### config.mk
export PLATFORM = sky130hd
export DESIGN_NAME = sector_lock_protection_logic
export DESIGN_NICKNAME = d
export VERILOG_FILES = /design/src/common/sector_lock_pkg.sv /design/src/verilog/busy_timer.sv /design/src/verilog/sector_lock_protection_logic.sv
export SDC_FILE = /design/constraint.sdc
export NUM_CORES = 2
export LEC_CHECK = 0
export BUFFER_PORTS_ARGS = -buffer_cell sky130_fd_sc_hd__buf_2
export CAP_MARGIN = 0
export CORE_MARGIN = 8
export CORE_UTILIZATION = 40
export DETAILED_ROUTE_END_ITERATION = 10
export GPL_TIMING_DRIVEN = 0
export PLACE_DENSITY_LB_ADDON = 0.05
export SETUP_SLACK_MARGIN = 0.3
export SKIP_CTS_REPAIR_TIMING = 1
export SYNTH_ARGS = -nofsm -noshare
export SYNTH_HDL_FRONTEND = slang
export SYNTH_SLANG_ARGS = --single-unit
### constraint.sdc
create_clock -name ref_clk_i -period 3.9 [get_ports ref_clk_i]
set_input_delay 0.195 -clock ref_clk_i [delete_from_list [all_inputs] [get_ports ref_clk_i]]
set_output_delay 0.195 -clock ref_clk_i [all_outputs]
set_load 0.05 [all_outputs]
### src/common/sector_lock_pkg.sv
package sector_lock_pkg;

	// Clock rate of ref_clk_i
	localparam int unsigned CLK_MHZ = 50;

	// Command opcodes seen on the serial bus
	localparam logic [7:0] OPC_WR_EN    = 8'h06;
	localparam logic [7:0] OPC_RD_SR    = 8'h05;
	localparam logic [7:0] OPC_WR_SR    = 8'h01;
	localparam logic [7:0] OPC_RD_FSR   = 8'h70;
	localparam logic [7:0] OPC_CLR_FSR  = 8'h50;
	localparam logic [7:0] OPC_RD_PMR   = 8'h2b;
	localparam logic [7:0] OPC_WR_PMR   = 8'h68;
	localparam logic [7:0] OPC_RD_NVL   = 8'he2;
	localparam logic [7:0] OPC_WR_NVL   = 8'he3;
	localparam logic [7:0] OPC_ER_NVL   = 8'he4;
	localparam logic [7:0] OPC_RD_VL    = 8'he8;
	localparam logic [7:0] OPC_WR_VL    = 8'he5;
	localparam logic [7:0] OPC_SOFT_RST = 8'h99;

	// Temporary lock register fields
	localparam int unsigned VL_WP_BIT = 0;
	localparam int unsigned VL_LD_BIT = 1;

	// Protection management register fields
	localparam int unsigned PMR_NV_ERASE_LOCK = 0;
	localparam int unsigned PMR_NV_LOCKDOWN   = 1;
	localparam int unsigned PMR_LOCKDOWN      = 2;
	localparam int unsigned PMR_SR_LOCK       = 4;
	localparam logic [7:0]  PMR_RESERVED_MASK = 8'he8;
	localparam logic [7:0]  PMR_RESET         = 8'hff;

	// Persistent lock read values
	localparam logic [7:0] NVL_READ_LOCKED = 8'h00;
	localparam logic [7:0] NVL_READ_OPEN   = 8'hff;

	// Flag status and main status fields
	localparam int unsigned FSR_READY    = 7;
	localparam int unsigned FSR_PROG_ERR = 4;
	localparam int unsigned FSR_PROT_ERR = 1;
	localparam int unsigned SR_WEL       = 1;
	localparam int unsigned SR_WIP       = 0;
	localparam logic [5:0]  SR_RESET     = 6'h00;

	// Self-timed operation lengths
	localparam int unsigned T_BYTE_PROG_US  = 20;
	localparam int unsigned T_SECT_ERASE_US = 1000;
	localparam int unsigned T_PMR_PROG_US   = 40;
	localparam int unsigned BYTE_PROG_CYC   = T_BYTE_PROG_US * CLK_MHZ;
	localparam int unsigned PMR_PROG_CYC    = T_PMR_PROG_US * CLK_MHZ;
	localparam int unsigned TMR_W           = 20;

	// Operation held by the busy timer
	typedef enum logic [1:0] {OP_NONE, OP_NVL_PROG, OP_NVL_ERASE, OP_PMR_PROG} busy_op_t;

endpackage : sector_lock_pkg

### src/verilog/busy_timer.sv
`timescale 1ns/100ps
module busy_timer #(
	parameter int unsigned CNT_W = 20
) (
	// Clock and reset
	input  wire logic             ref_clk_i,
	input  wire logic             rst_n_i,
	// Start with cycle count
	input  wire logic             start_i,
	input  wire logic [CNT_W-1:0] count_i,
	// Status
	output logic                  busy_o,
	output logic                  done_o
);

	logic [CNT_W-1:0] remain;

	// Down counter; a reset abandons the running operation
	always_ff @(posedge ref_clk_i) begin
		if (!rst_n_i) begin
			remain <= '0;
			busy_o <= 1'b0;
			done_o <= 1'b0;
		end else begin
			done_o <= 1'b0;
			if (start_i && !busy_o) begin
				remain <= count_i - 1'b1;
				busy_o <= 1'b1;
			end else if (busy_o) begin
				if (remain == '0) begin
					busy_o <= 1'b0;
					done_o <= 1'b1;
				end else begin
					remain <= remain - 1'b1;
				end
			end
		end
	end

endmodule : busy_timer

### src/verilog/sector_lock_protection_logic.sv
`timescale 1ns/100ps
// How it works
// - Persistent bit zero blocks sector modify
// - Temporary bit one blocks sector modify
// - Persistent write programs bit zero, byte time
// - Persistent erase sets all bits, erase time
// - Program per sector, erase only whole array
// - Reset clears every temporary lock bit
// - Persistent read gives 00h locked, FFh open
// - Separate reads for persistent and temporary locks
// - Temporary write only while lock-down is zero
// - Lock-down freezes both fields until reset
// - Bit0 write-protect blocks modify; bits7:2 zero
// - Management lockdown ignores writes, flags errors
// - Status lock permanently rejects status writes
// - Lockdown bit blocks persistent program and erase
// - Erase lock bit forbids persistent array erase
// - Management fields only go one to zero
// - Management read 2Bh, write 68h, no erase
// - Reserved zero aborts, clears latch, flags errors
module sector_lock_protection_logic
	import sector_lock_pkg::*;
#(
	parameter int unsigned N_SECTORS      = 256,
	parameter int unsigned SECT_ERASE_CYC = T_SECT_ERASE_US * CLK_MHZ
) (
	// Clock and resets
	input  wire logic                         ref_clk_i,
	input  wire logic                         rst_n_i,
	input  wire logic                         por_n_i,
	// Serial bus
	input  wire logic                         sclk_i,
	input  wire logic                         cs_n_i,
	input  wire logic                         mosi_i,
	output logic                              miso_o,
	output logic                              miso_oe_o,
	// Array modify check
	input  wire logic                         mod_req_i,
	input  wire logic [$clog2(N_SECTORS)-1:0] mod_sector_i,
	output logic                              mod_grant_o,
	output logic                              mod_deny_o
);

	localparam int unsigned SEC_W = $clog2(N_SECTORS);

	// Lock state
	logic [N_SECTORS-1:0] nv_open;
	logic [N_SECTORS-1:0] vl_wp;
	logic [N_SECTORS-1:0] vl_ld;
	logic [7:0]           protection_management;
	logic [5:0]           sr_bits;
	logic                 wel;
	logic                 err_prog;
	logic                 err_prot;

	// Serial front end
	logic       sclk_s1, sclk_s2, sclk_s3;
	logic       cs_s1, cs_s2, cs_s3;
	logic       mosi_s1, mosi_s2;
	logic [6:0] in_sh;
	logic [2:0] bit_cnt;
	logic [1:0] byte_cnt;
	logic [7:0] opc;
	logic [7:0] arg1;
	logic [7:0] arg2;
	logic [7:0] out_sh;

	// Busy operation
	busy_op_t             op_kind;
	logic [SEC_W-1:0]     op_sec;
	logic [7:0]           op_data;
	logic                 tmr_start;
	logic [TMR_W-1:0]     tmr_count;
	logic                 busy;
	logic                 tmr_done;

	// Sector open for modify when neither lock holds it
	function automatic logic sector_open(input logic [SEC_W-1:0] idx, input logic [N_SECTORS-1:0] nv,
			input logic [N_SECTORS-1:0] wp);
		sector_open = nv[idx] && !wp[idx];
	endfunction : sector_open

	// Two flops before any use; stage 3 is only for edge finding
	always_ff @(posedge ref_clk_i) begin
		if (!rst_n_i) begin
			{sclk_s1, sclk_s2, sclk_s3} <= 3'h0;
			{cs_s1, cs_s2, cs_s3}       <= 3'h7;
			{mosi_s1, mosi_s2}          <= 2'h0;
		end else begin
			sclk_s1 <= sclk_i;
			sclk_s2 <= sclk_s1;
			sclk_s3 <= sclk_s2;
			cs_s1   <= cs_n_i;
			cs_s2   <= cs_s1;
			cs_s3   <= cs_s2;
			mosi_s1 <= mosi_i;
			mosi_s2 <= mosi_s1;
		end
	end

	logic       sclk_rise, sclk_fall, cs_act, cs_rise;
	logic [7:0] in_byte;
	assign sclk_rise = sclk_s2 && !sclk_s3;
	assign sclk_fall = !sclk_s2 && sclk_s3;
	assign cs_act    = !cs_s2;
	assign cs_rise   = cs_s2 && !cs_s3;
	assign in_byte   = {in_sh, mosi_s2};

	// Input shift on rising serial edge, bytes counted per frame
	always_ff @(posedge ref_clk_i) begin
		if (!rst_n_i || !cs_act) begin
			in_sh    <= 7'h00;
			bit_cnt  <= 3'h0;
			byte_cnt <= 2'h0;
		end else if (sclk_rise) begin
			in_sh   <= in_byte[6:0];
			bit_cnt <= bit_cnt + 3'h1;
			if (bit_cnt == 3'h7 && byte_cnt != 2'h3) begin
				byte_cnt <= byte_cnt + 2'h1;
			end
		end
	end

	// Command and argument bytes
	always_ff @(posedge ref_clk_i) begin
		if (!rst_n_i) begin
			opc  <= 8'h00;
			arg1 <= 8'h00;
			arg2 <= 8'h00;
		end else if (cs_act && sclk_rise && bit_cnt == 3'h7) begin
			unique case (byte_cnt)
				2'h0: opc <= in_byte;
				2'h1: arg1 <= in_byte;
				2'h2: arg2 <= in_byte;
				2'h3: ;
			endcase
		end
	end

	// Read answers
	logic             sec_read;
	logic             rd_cmd;
	logic [SEC_W-1:0] arg_sec;
	logic [7:0]       resp;
	assign arg_sec  = arg1[SEC_W-1:0];
	assign sec_read = (opc == OPC_RD_NVL) || (opc == OPC_RD_VL);
	assign rd_cmd   = sec_read || opc == OPC_RD_PMR || opc == OPC_RD_FSR || opc == OPC_RD_SR;

	always_comb begin
		resp = 8'h00;
		unique case (opc)
			OPC_RD_NVL: resp = nv_open[arg_sec] ? NVL_READ_OPEN : NVL_READ_LOCKED;
			OPC_RD_VL: begin
				resp[VL_WP_BIT] = vl_wp[arg_sec];
				resp[VL_LD_BIT] = vl_ld[arg_sec];
			end
			OPC_RD_PMR: resp = protection_management;
			OPC_RD_FSR: begin
				resp[FSR_READY]    = !busy;
				resp[FSR_PROG_ERR] = err_prog;
				resp[FSR_PROT_ERR] = err_prot;
			end
			OPC_RD_SR: resp = {sr_bits, wel, busy};
			default: resp = 8'h00;
		endcase
	end

	// Output shift on falling serial edge; same byte repeats
	logic rd_phase;
	assign rd_phase = cs_act && rd_cmd && (byte_cnt >= (sec_read ? 2'h2 : 2'h1));

	always_ff @(posedge ref_clk_i) begin
		if (!rst_n_i) begin
			out_sh    <= 8'h00;
			miso_o    <= 1'b0;
			miso_oe_o <= 1'b0;
		end else begin
			miso_oe_o <= rd_phase;
			if (rd_phase && sclk_fall) begin
				if (bit_cnt == 3'h0) begin
					miso_o <= resp[7];
					out_sh <= {resp[6:0], 1'b0};
				end else begin
					miso_o <= out_sh[7];
					out_sh <= {out_sh[6:0], 1'b0};
				end
			end
		end
	end

	// Commands act when the frame ends on a byte boundary while the timer is not busy
	logic frame_done;
	logic ex_wren, ex_wr_sr, ex_wr_nvl, ex_er_nvl, ex_wr_vl, ex_wr_pmr, ex_clr_fsr, ex_soft_rst;
	assign frame_done  = cs_rise && bit_cnt == 3'h0 && !busy;
	assign ex_wren     = frame_done && byte_cnt == 2'h1 && opc == OPC_WR_EN;
	assign ex_clr_fsr  = frame_done && byte_cnt == 2'h1 && opc == OPC_CLR_FSR;
	assign ex_soft_rst = frame_done && byte_cnt == 2'h1 && opc == OPC_SOFT_RST;
	assign ex_er_nvl   = frame_done && byte_cnt == 2'h1 && opc == OPC_ER_NVL && wel;
	assign ex_wr_nvl   = frame_done && byte_cnt == 2'h2 && opc == OPC_WR_NVL && wel;
	assign ex_wr_sr    = frame_done && byte_cnt == 2'h2 && opc == OPC_WR_SR && wel;
	assign ex_wr_pmr   = frame_done && byte_cnt == 2'h2 && opc == OPC_WR_PMR && wel;
	assign ex_wr_vl    = frame_done && byte_cnt == 2'h3 && opc == OPC_WR_VL && wel;

	// Refusal conditions
	logic pmr_frozen, pmr_bad, nvl_prog_blk, nvl_erase_blk, sr_blk, vl_blk;
	assign pmr_frozen    = !protection_management[PMR_LOCKDOWN];
	assign pmr_bad       = (arg1 & PMR_RESERVED_MASK) != PMR_RESERVED_MASK;
	assign nvl_prog_blk  = !protection_management[PMR_NV_LOCKDOWN];
	assign nvl_erase_blk = !protection_management[PMR_NV_LOCKDOWN] || !protection_management[PMR_NV_ERASE_LOCK];
	assign sr_blk        = !protection_management[PMR_SR_LOCK];
	assign vl_blk        = vl_ld[arg_sec];

	// Write enable latch; a frozen management write leaves it set
	always_ff @(posedge ref_clk_i) begin
		if (!rst_n_i || !por_n_i || ex_soft_rst) begin
			wel <= 1'b0;
		end else if (ex_wren) begin
			wel <= 1'b1;
		end else if (ex_wr_sr || ex_wr_nvl || ex_er_nvl || ex_wr_vl || (ex_wr_pmr && !pmr_frozen)) begin
			wel <= 1'b0;
		end
	end

	// Error flags; a new error wins over a clear in the same cycle
	logic set_prog, set_prot;
	assign set_prog = ex_wr_pmr && (pmr_frozen || pmr_bad);
	assign set_prot = set_prog || (ex_wr_nvl && nvl_prog_blk) || (ex_er_nvl && nvl_erase_blk)
		|| (ex_wr_sr && sr_blk) || (ex_wr_vl && vl_blk);

	always_ff @(posedge ref_clk_i) begin
		if (!rst_n_i || !por_n_i || ex_soft_rst) begin
			err_prog <= 1'b0;
			err_prot <= 1'b0;
		end else begin
			err_prog <= set_prog || (err_prog && !ex_clr_fsr);
			err_prot <= set_prot || (err_prot && !ex_clr_fsr);
		end
	end

	// Main status bits, frozen once the status lock is programmed
	always_ff @(posedge ref_clk_i) begin
		if (!por_n_i) begin
			sr_bits <= SR_RESET;
		end else if (ex_wr_sr && !sr_blk) begin
			sr_bits <= arg1[7:2];
		end
	end

	// Temporary locks; lock-down stops further writes until reset
	always_ff @(posedge ref_clk_i) begin
		if (!rst_n_i || !por_n_i || ex_soft_rst) begin
			vl_wp <= '0;
			vl_ld <= '0;
		end else if (ex_wr_vl && !vl_blk) begin
			vl_wp[arg_sec] <= arg2[VL_WP_BIT];
			vl_ld[arg_sec] <= arg2[VL_LD_BIT];
		end
	end

	// Start of self-timed operations
	always_comb begin
		tmr_start = 1'b0;
		tmr_count = '0;
		if (ex_wr_nvl && !nvl_prog_blk) begin
			tmr_start = 1'b1;
			tmr_count = TMR_W'(BYTE_PROG_CYC);
		end else if (ex_er_nvl && !nvl_erase_blk) begin
			tmr_start = 1'b1;
			tmr_count = TMR_W'(SECT_ERASE_CYC);
		end else if (ex_wr_pmr && !pmr_frozen && !pmr_bad) begin
			tmr_start = 1'b1;
			tmr_count = TMR_W'(PMR_PROG_CYC);
		end
	end

	// Operation record for completion
	always_ff @(posedge ref_clk_i) begin
		if (!rst_n_i || !por_n_i) begin
			op_kind <= OP_NONE;
			op_sec  <= '0;
			op_data <= 8'hff;
		end else if (tmr_start) begin
			op_sec  <= arg_sec;
			op_data <= arg1;
			if (opc == OPC_WR_NVL) begin
				op_kind <= OP_NVL_PROG;
			end else if (opc == OPC_ER_NVL) begin
				op_kind <= OP_NVL_ERASE;
			end else begin
				op_kind <= OP_PMR_PROG;
			end
		end else if (tmr_done) begin
			op_kind <= OP_NONE;
		end
	end

	busy_timer #(
		.CNT_W (TMR_W)
	) u_busy_timer (
		.ref_clk_i (ref_clk_i),
		.rst_n_i   (rst_n_i && por_n_i),
		.start_i   (tmr_start),
		.count_i   (tmr_count),
		.busy_o    (busy),
		.done_o    (tmr_done)
	);

	// Persistent locks survive resets; only power-on sets the shipped state
	always_ff @(posedge ref_clk_i) begin
		if (!por_n_i) begin
			nv_open <= '1;
		end else if (tmr_done && op_kind == OP_NVL_PROG) begin
			nv_open[op_sec] <= 1'b0;
		end else if (tmr_done && op_kind == OP_NVL_ERASE) begin
			nv_open <= '1;
		end
	end

	// Management fields can only be cleared, never set back
	always_ff @(posedge ref_clk_i) begin
		if (!por_n_i) begin
			protection_management <= PMR_RESET;
		end else if (tmr_done && op_kind == OP_PMR_PROG) begin
			protection_management <= protection_management & op_data;
		end
	end

	// Modify check for the array controller
	always_ff @(posedge ref_clk_i) begin
		if (!rst_n_i) begin
			mod_grant_o <= 1'b0;
			mod_deny_o  <= 1'b0;
		end else begin
			mod_grant_o <= mod_req_i && sector_open(mod_sector_i, nv_open, vl_wp);
			mod_deny_o  <= mod_req_i && !sector_open(mod_sector_i, nv_open, vl_wp);
		end
	end
endmodule : sector_lock_protection_logic

==> metrics <==
Max Clock Skew 29.3 ps; area grow syn2layout 16.7%; via/cell ratio 6.32; Critical Path Start Type flip-flop; layout cell share with drive strength beyond 1 14.9%; Clock Power Share 49.9%; Multi-input gate area 21000 sq um; sequential share of power 47.1%; maximum buffer depth of the clock tree 3; Post-Syn Area 40300 sq um; CTS tree done; P_leak 14.6 nW; clock sink total 874; failing checks negative hold slack; critical path peak fanout 10; final WL 198 mm; critical path data arrival time 4260 ps; Fmax 273 MHz; Fin Hold WS -23.7 ps; library cells used by synthesis 73; Worst Hold Class in -> reg; outcome complete, but fails checks; cells taking the most area after synthesis dfxtp_1 43%, mux4_2 13%, o21ai_0 5.5%; GRT Total Usage 33.9%; Post-Syn Nets 4473; max-slew violation count 0; gpl congestion 1.05; Setup-failing EPs final 0; PnR worst setup slack 236 ps; TritonCTS Buffers 97; leading area contributor after synthesis dfxtp_1; clk_lat worst skew 720 ps; pre-CTS setup slack -2050 ps; Initial Utilization 40.3%; Setup crit end kind flip-flop; normalized max-slew margin 7.17%; post-placement cell count 5769; WP data required 4490 ps; Syn Inst Count 4448; # port buffers 13; share of flip-flops with an asynchronous set or reset 0%; post-synth top area share 43.4%; DR WL/cell 33.0 microns; mean post-synth cell area 9.06 sq um; r2r worst-path depth 10; antenna violations before repair 3; register clock-pin slew on the reported worst setup and hold paths 60 ps; Antenna Nets Post-Route 0; Ys Warns 0; Core ar. 100000 sq um; worst hold path cell count 2; DRT iter0 DRCs 5185; first-pass GRT wire length 271 mm; #FFs+latches synth 874; Crit Path Class reg -> reg; Min Clock Period, post-route 3660 ps; Worst-Margin Slew 1390 ps; GRT overflow 0; Period Utilization, post-route 93.9%; Die Height 333 microns; Top FF cell, synth dfxtp_1; post-layout power 19.0 mW; Residual DRC 0; Power per Cell Area 404 nW/um^2; sequential area share after synthesis 43.4%; CTS Root Cell clkbuf_16; vias in the first global route 34000; Non-Filler Instances 5996; CTS H-tree depth 3; Die Wd 333 microns; Reg area 17500 sq um; Max IR drop VDD 0.382 mV; drt first pass iters 6; final net count 4644; final core utilization 47.0%; Post-synth EDFFs 0; largest net degree at the start of global routing 15; DPL Wire Length 148 mm; Gate power share 3.0%; # fillers 9710; Hold Vio Cnt, Final 6; RSZ-0062 raised after global routing yes; P_sw 4.42 mW; Sw Share 23.3%; P_int 14.6 mW; DIE AREA 111000 sq um; max-cap viol count 0; io pins 19; vias 37900; row cnt 116
## power groups by stage
stage	logic (mW)	registers (mW)	clock network (mW)
finish	0.567	8.93	9.47
global route	0.585	8.93	9.92
CTS	0.547	8.93	9.56
detailed placement	0.545	9.13	0
global placement	0.550	9.13	0
floorplan	0.332	9.14	0
## layout make-up
| cell class | count | area share, % |
|---|---|---|
| Multi-Input combinational cell | 3000 | 44.6 |
| Sequential cell | 874 | 37.2 |
| Clock buffer | 153 | 6.34 |
| Buffer | 426 | 5.13 |
| Tap cell | 1298 | 3.46 |
| Timing Repair Buffer | 72 | 1.39 |
| Inverter | 148 | 1.21 |
| Clock inverter | 24 | 0.631 |
| Antenna cell | 1 | 0.00532 |
## stage by stage
stage                     TNS [ps]  cell area [sq um]
after CTS                  -605760              45400
after detailed placement   -592620              42100
after global placement     -654840              42000
final                            0              47000
after global routing             0              47000
after floorplan                  0              40300
## flip-flops by register name (all words and copies together), names as in the netlist, 2 cells and up
name	cells
arg2	2
opc	8
in_sh	7
op_sec	8
u_busy_timer.remain	20
protection_management	8
arg1	8
sr_bits	6
bit_cnt	3
vl_wp	256
op_kind	2
nv_open	256
vl_ld	256
out_sh	7
byte_cnt	2
op_data	8
## critical path, cell delays in order (launching register included)
cell and delay [ps]:
dfxtp_1 510, clkbuf_2 330, clkbuf_4 360, buf_2 380
buf_6 330, mux4_2 400, a32oi_1 220, o21ai_1 200
a311o_2 430, a211oi_2 250, o31ai_1 90
## routing by layer
layer	wire (microns)	share of wire (%)	track usage, %	vias up
li1	-	-	-	16500
met1	85600	43	49.5	18600
met2	78900	40	46.1	2336
met3	24200	12	10.0	417
met4	9140	4.6	14.2	2
met5	25	0.013	0	-
## placed cells by master (no fill, tap or decap), drive strengths merged, types with 6 or more instances in the layout
master	netlist	final
dfxtp	874	874
clkbuf	322	470
o21ai	443	443
nand2	419	419
a21oi	366	366
nor2	324	324
mux4	224	224
nand3	195	195
buf	104	173
inv	146	149
a31oi	138	138
nor3b	136	136
o21a	128	128
o31ai	101	101
o211ai	100	100
mux2i	55	55
a22oi	47	47
or3	37	37
nor3	31	31
nor2b	29	29
nand4	24	24
and2	19	19
nand2b	18	18
and3	18	18
a211oi	16	16
a22o	14	14
nor4	14	14
clkinv	2	13
xnor2	11	11
ha	10	10
mux2	9	9
clkinvlp	0	7
xor2	7	7
or4	7	7
dlygate4sd3	0	6
## cell families (layout without fill, tap and decap cells)
logic type               Yosys count  count (layout)  share of synthesized area, %
AND/OR/NAND/NOR                 1291            1291                          15.4
buffers and inverters            574             823                          5.68
XOR/XNOR                          18              18                         0.391
flip-flops                       874             874                          43.4
other                              0               1                             0
AO/OA/AOI/OAI                   1393            1393                          20.7
adder cells (fa/ha/maj)           10              10                         0.311
multiplexers                     288             288                          14.1
## cell usage after synthesis (16+ instances only)
| cell type | number |
|---|---|
| dfxtp_1 | 874 |
| o21ai_0 | 441 |
| nand2_1 | 419 |
| a21oi_1 | 366 |
| nor2_1 | 323 |
| clkbuf_1 | 322 |
| mux4_2 | 224 |
| nand3_1 | 195 |
| inv_1 | 146 |
| a31oi_1 | 138 |
| nor3b_1 | 136 |
| o21a_1 | 128 |
| o31ai_1 | 101 |
| o211ai_1 | 100 |
| buf_2 | 71 |
| mux2i_1 | 55 |
| a22oi_1 | 47 |
| or3_1 | 37 |
| nor2b_1 | 29 |
| nor3_1 | 29 |
| nand4_1 | 24 |
| buf_1 | 22 |
| and2_1 | 18 |
| and3_1 | 18 |
| nand2b_1 | 18 |
| a211oi_1 | 16 |
## worst paths after layout
kind / start / endpoint / slack [ps]
worst max register to register: arg1[2]$_SDFFE_PN0P_ / out_sh[1]$_SDFFE_PN0P_ / 240
worst min-delay path: por_n_i / sr_bits[1]$_SDFFE_PN0P_ / -20
worst min register to register: cs_s1$_SDFF_PN1_ / cs_s2$_SDFF_PN1_ / 410
worst max-delay path: arg1[2]$_SDFFE_PN0P_ / out_sh[1]$_SDFFE_PN0P_ / 240
No activity file was read; power rests on OpenSTA's default activity.
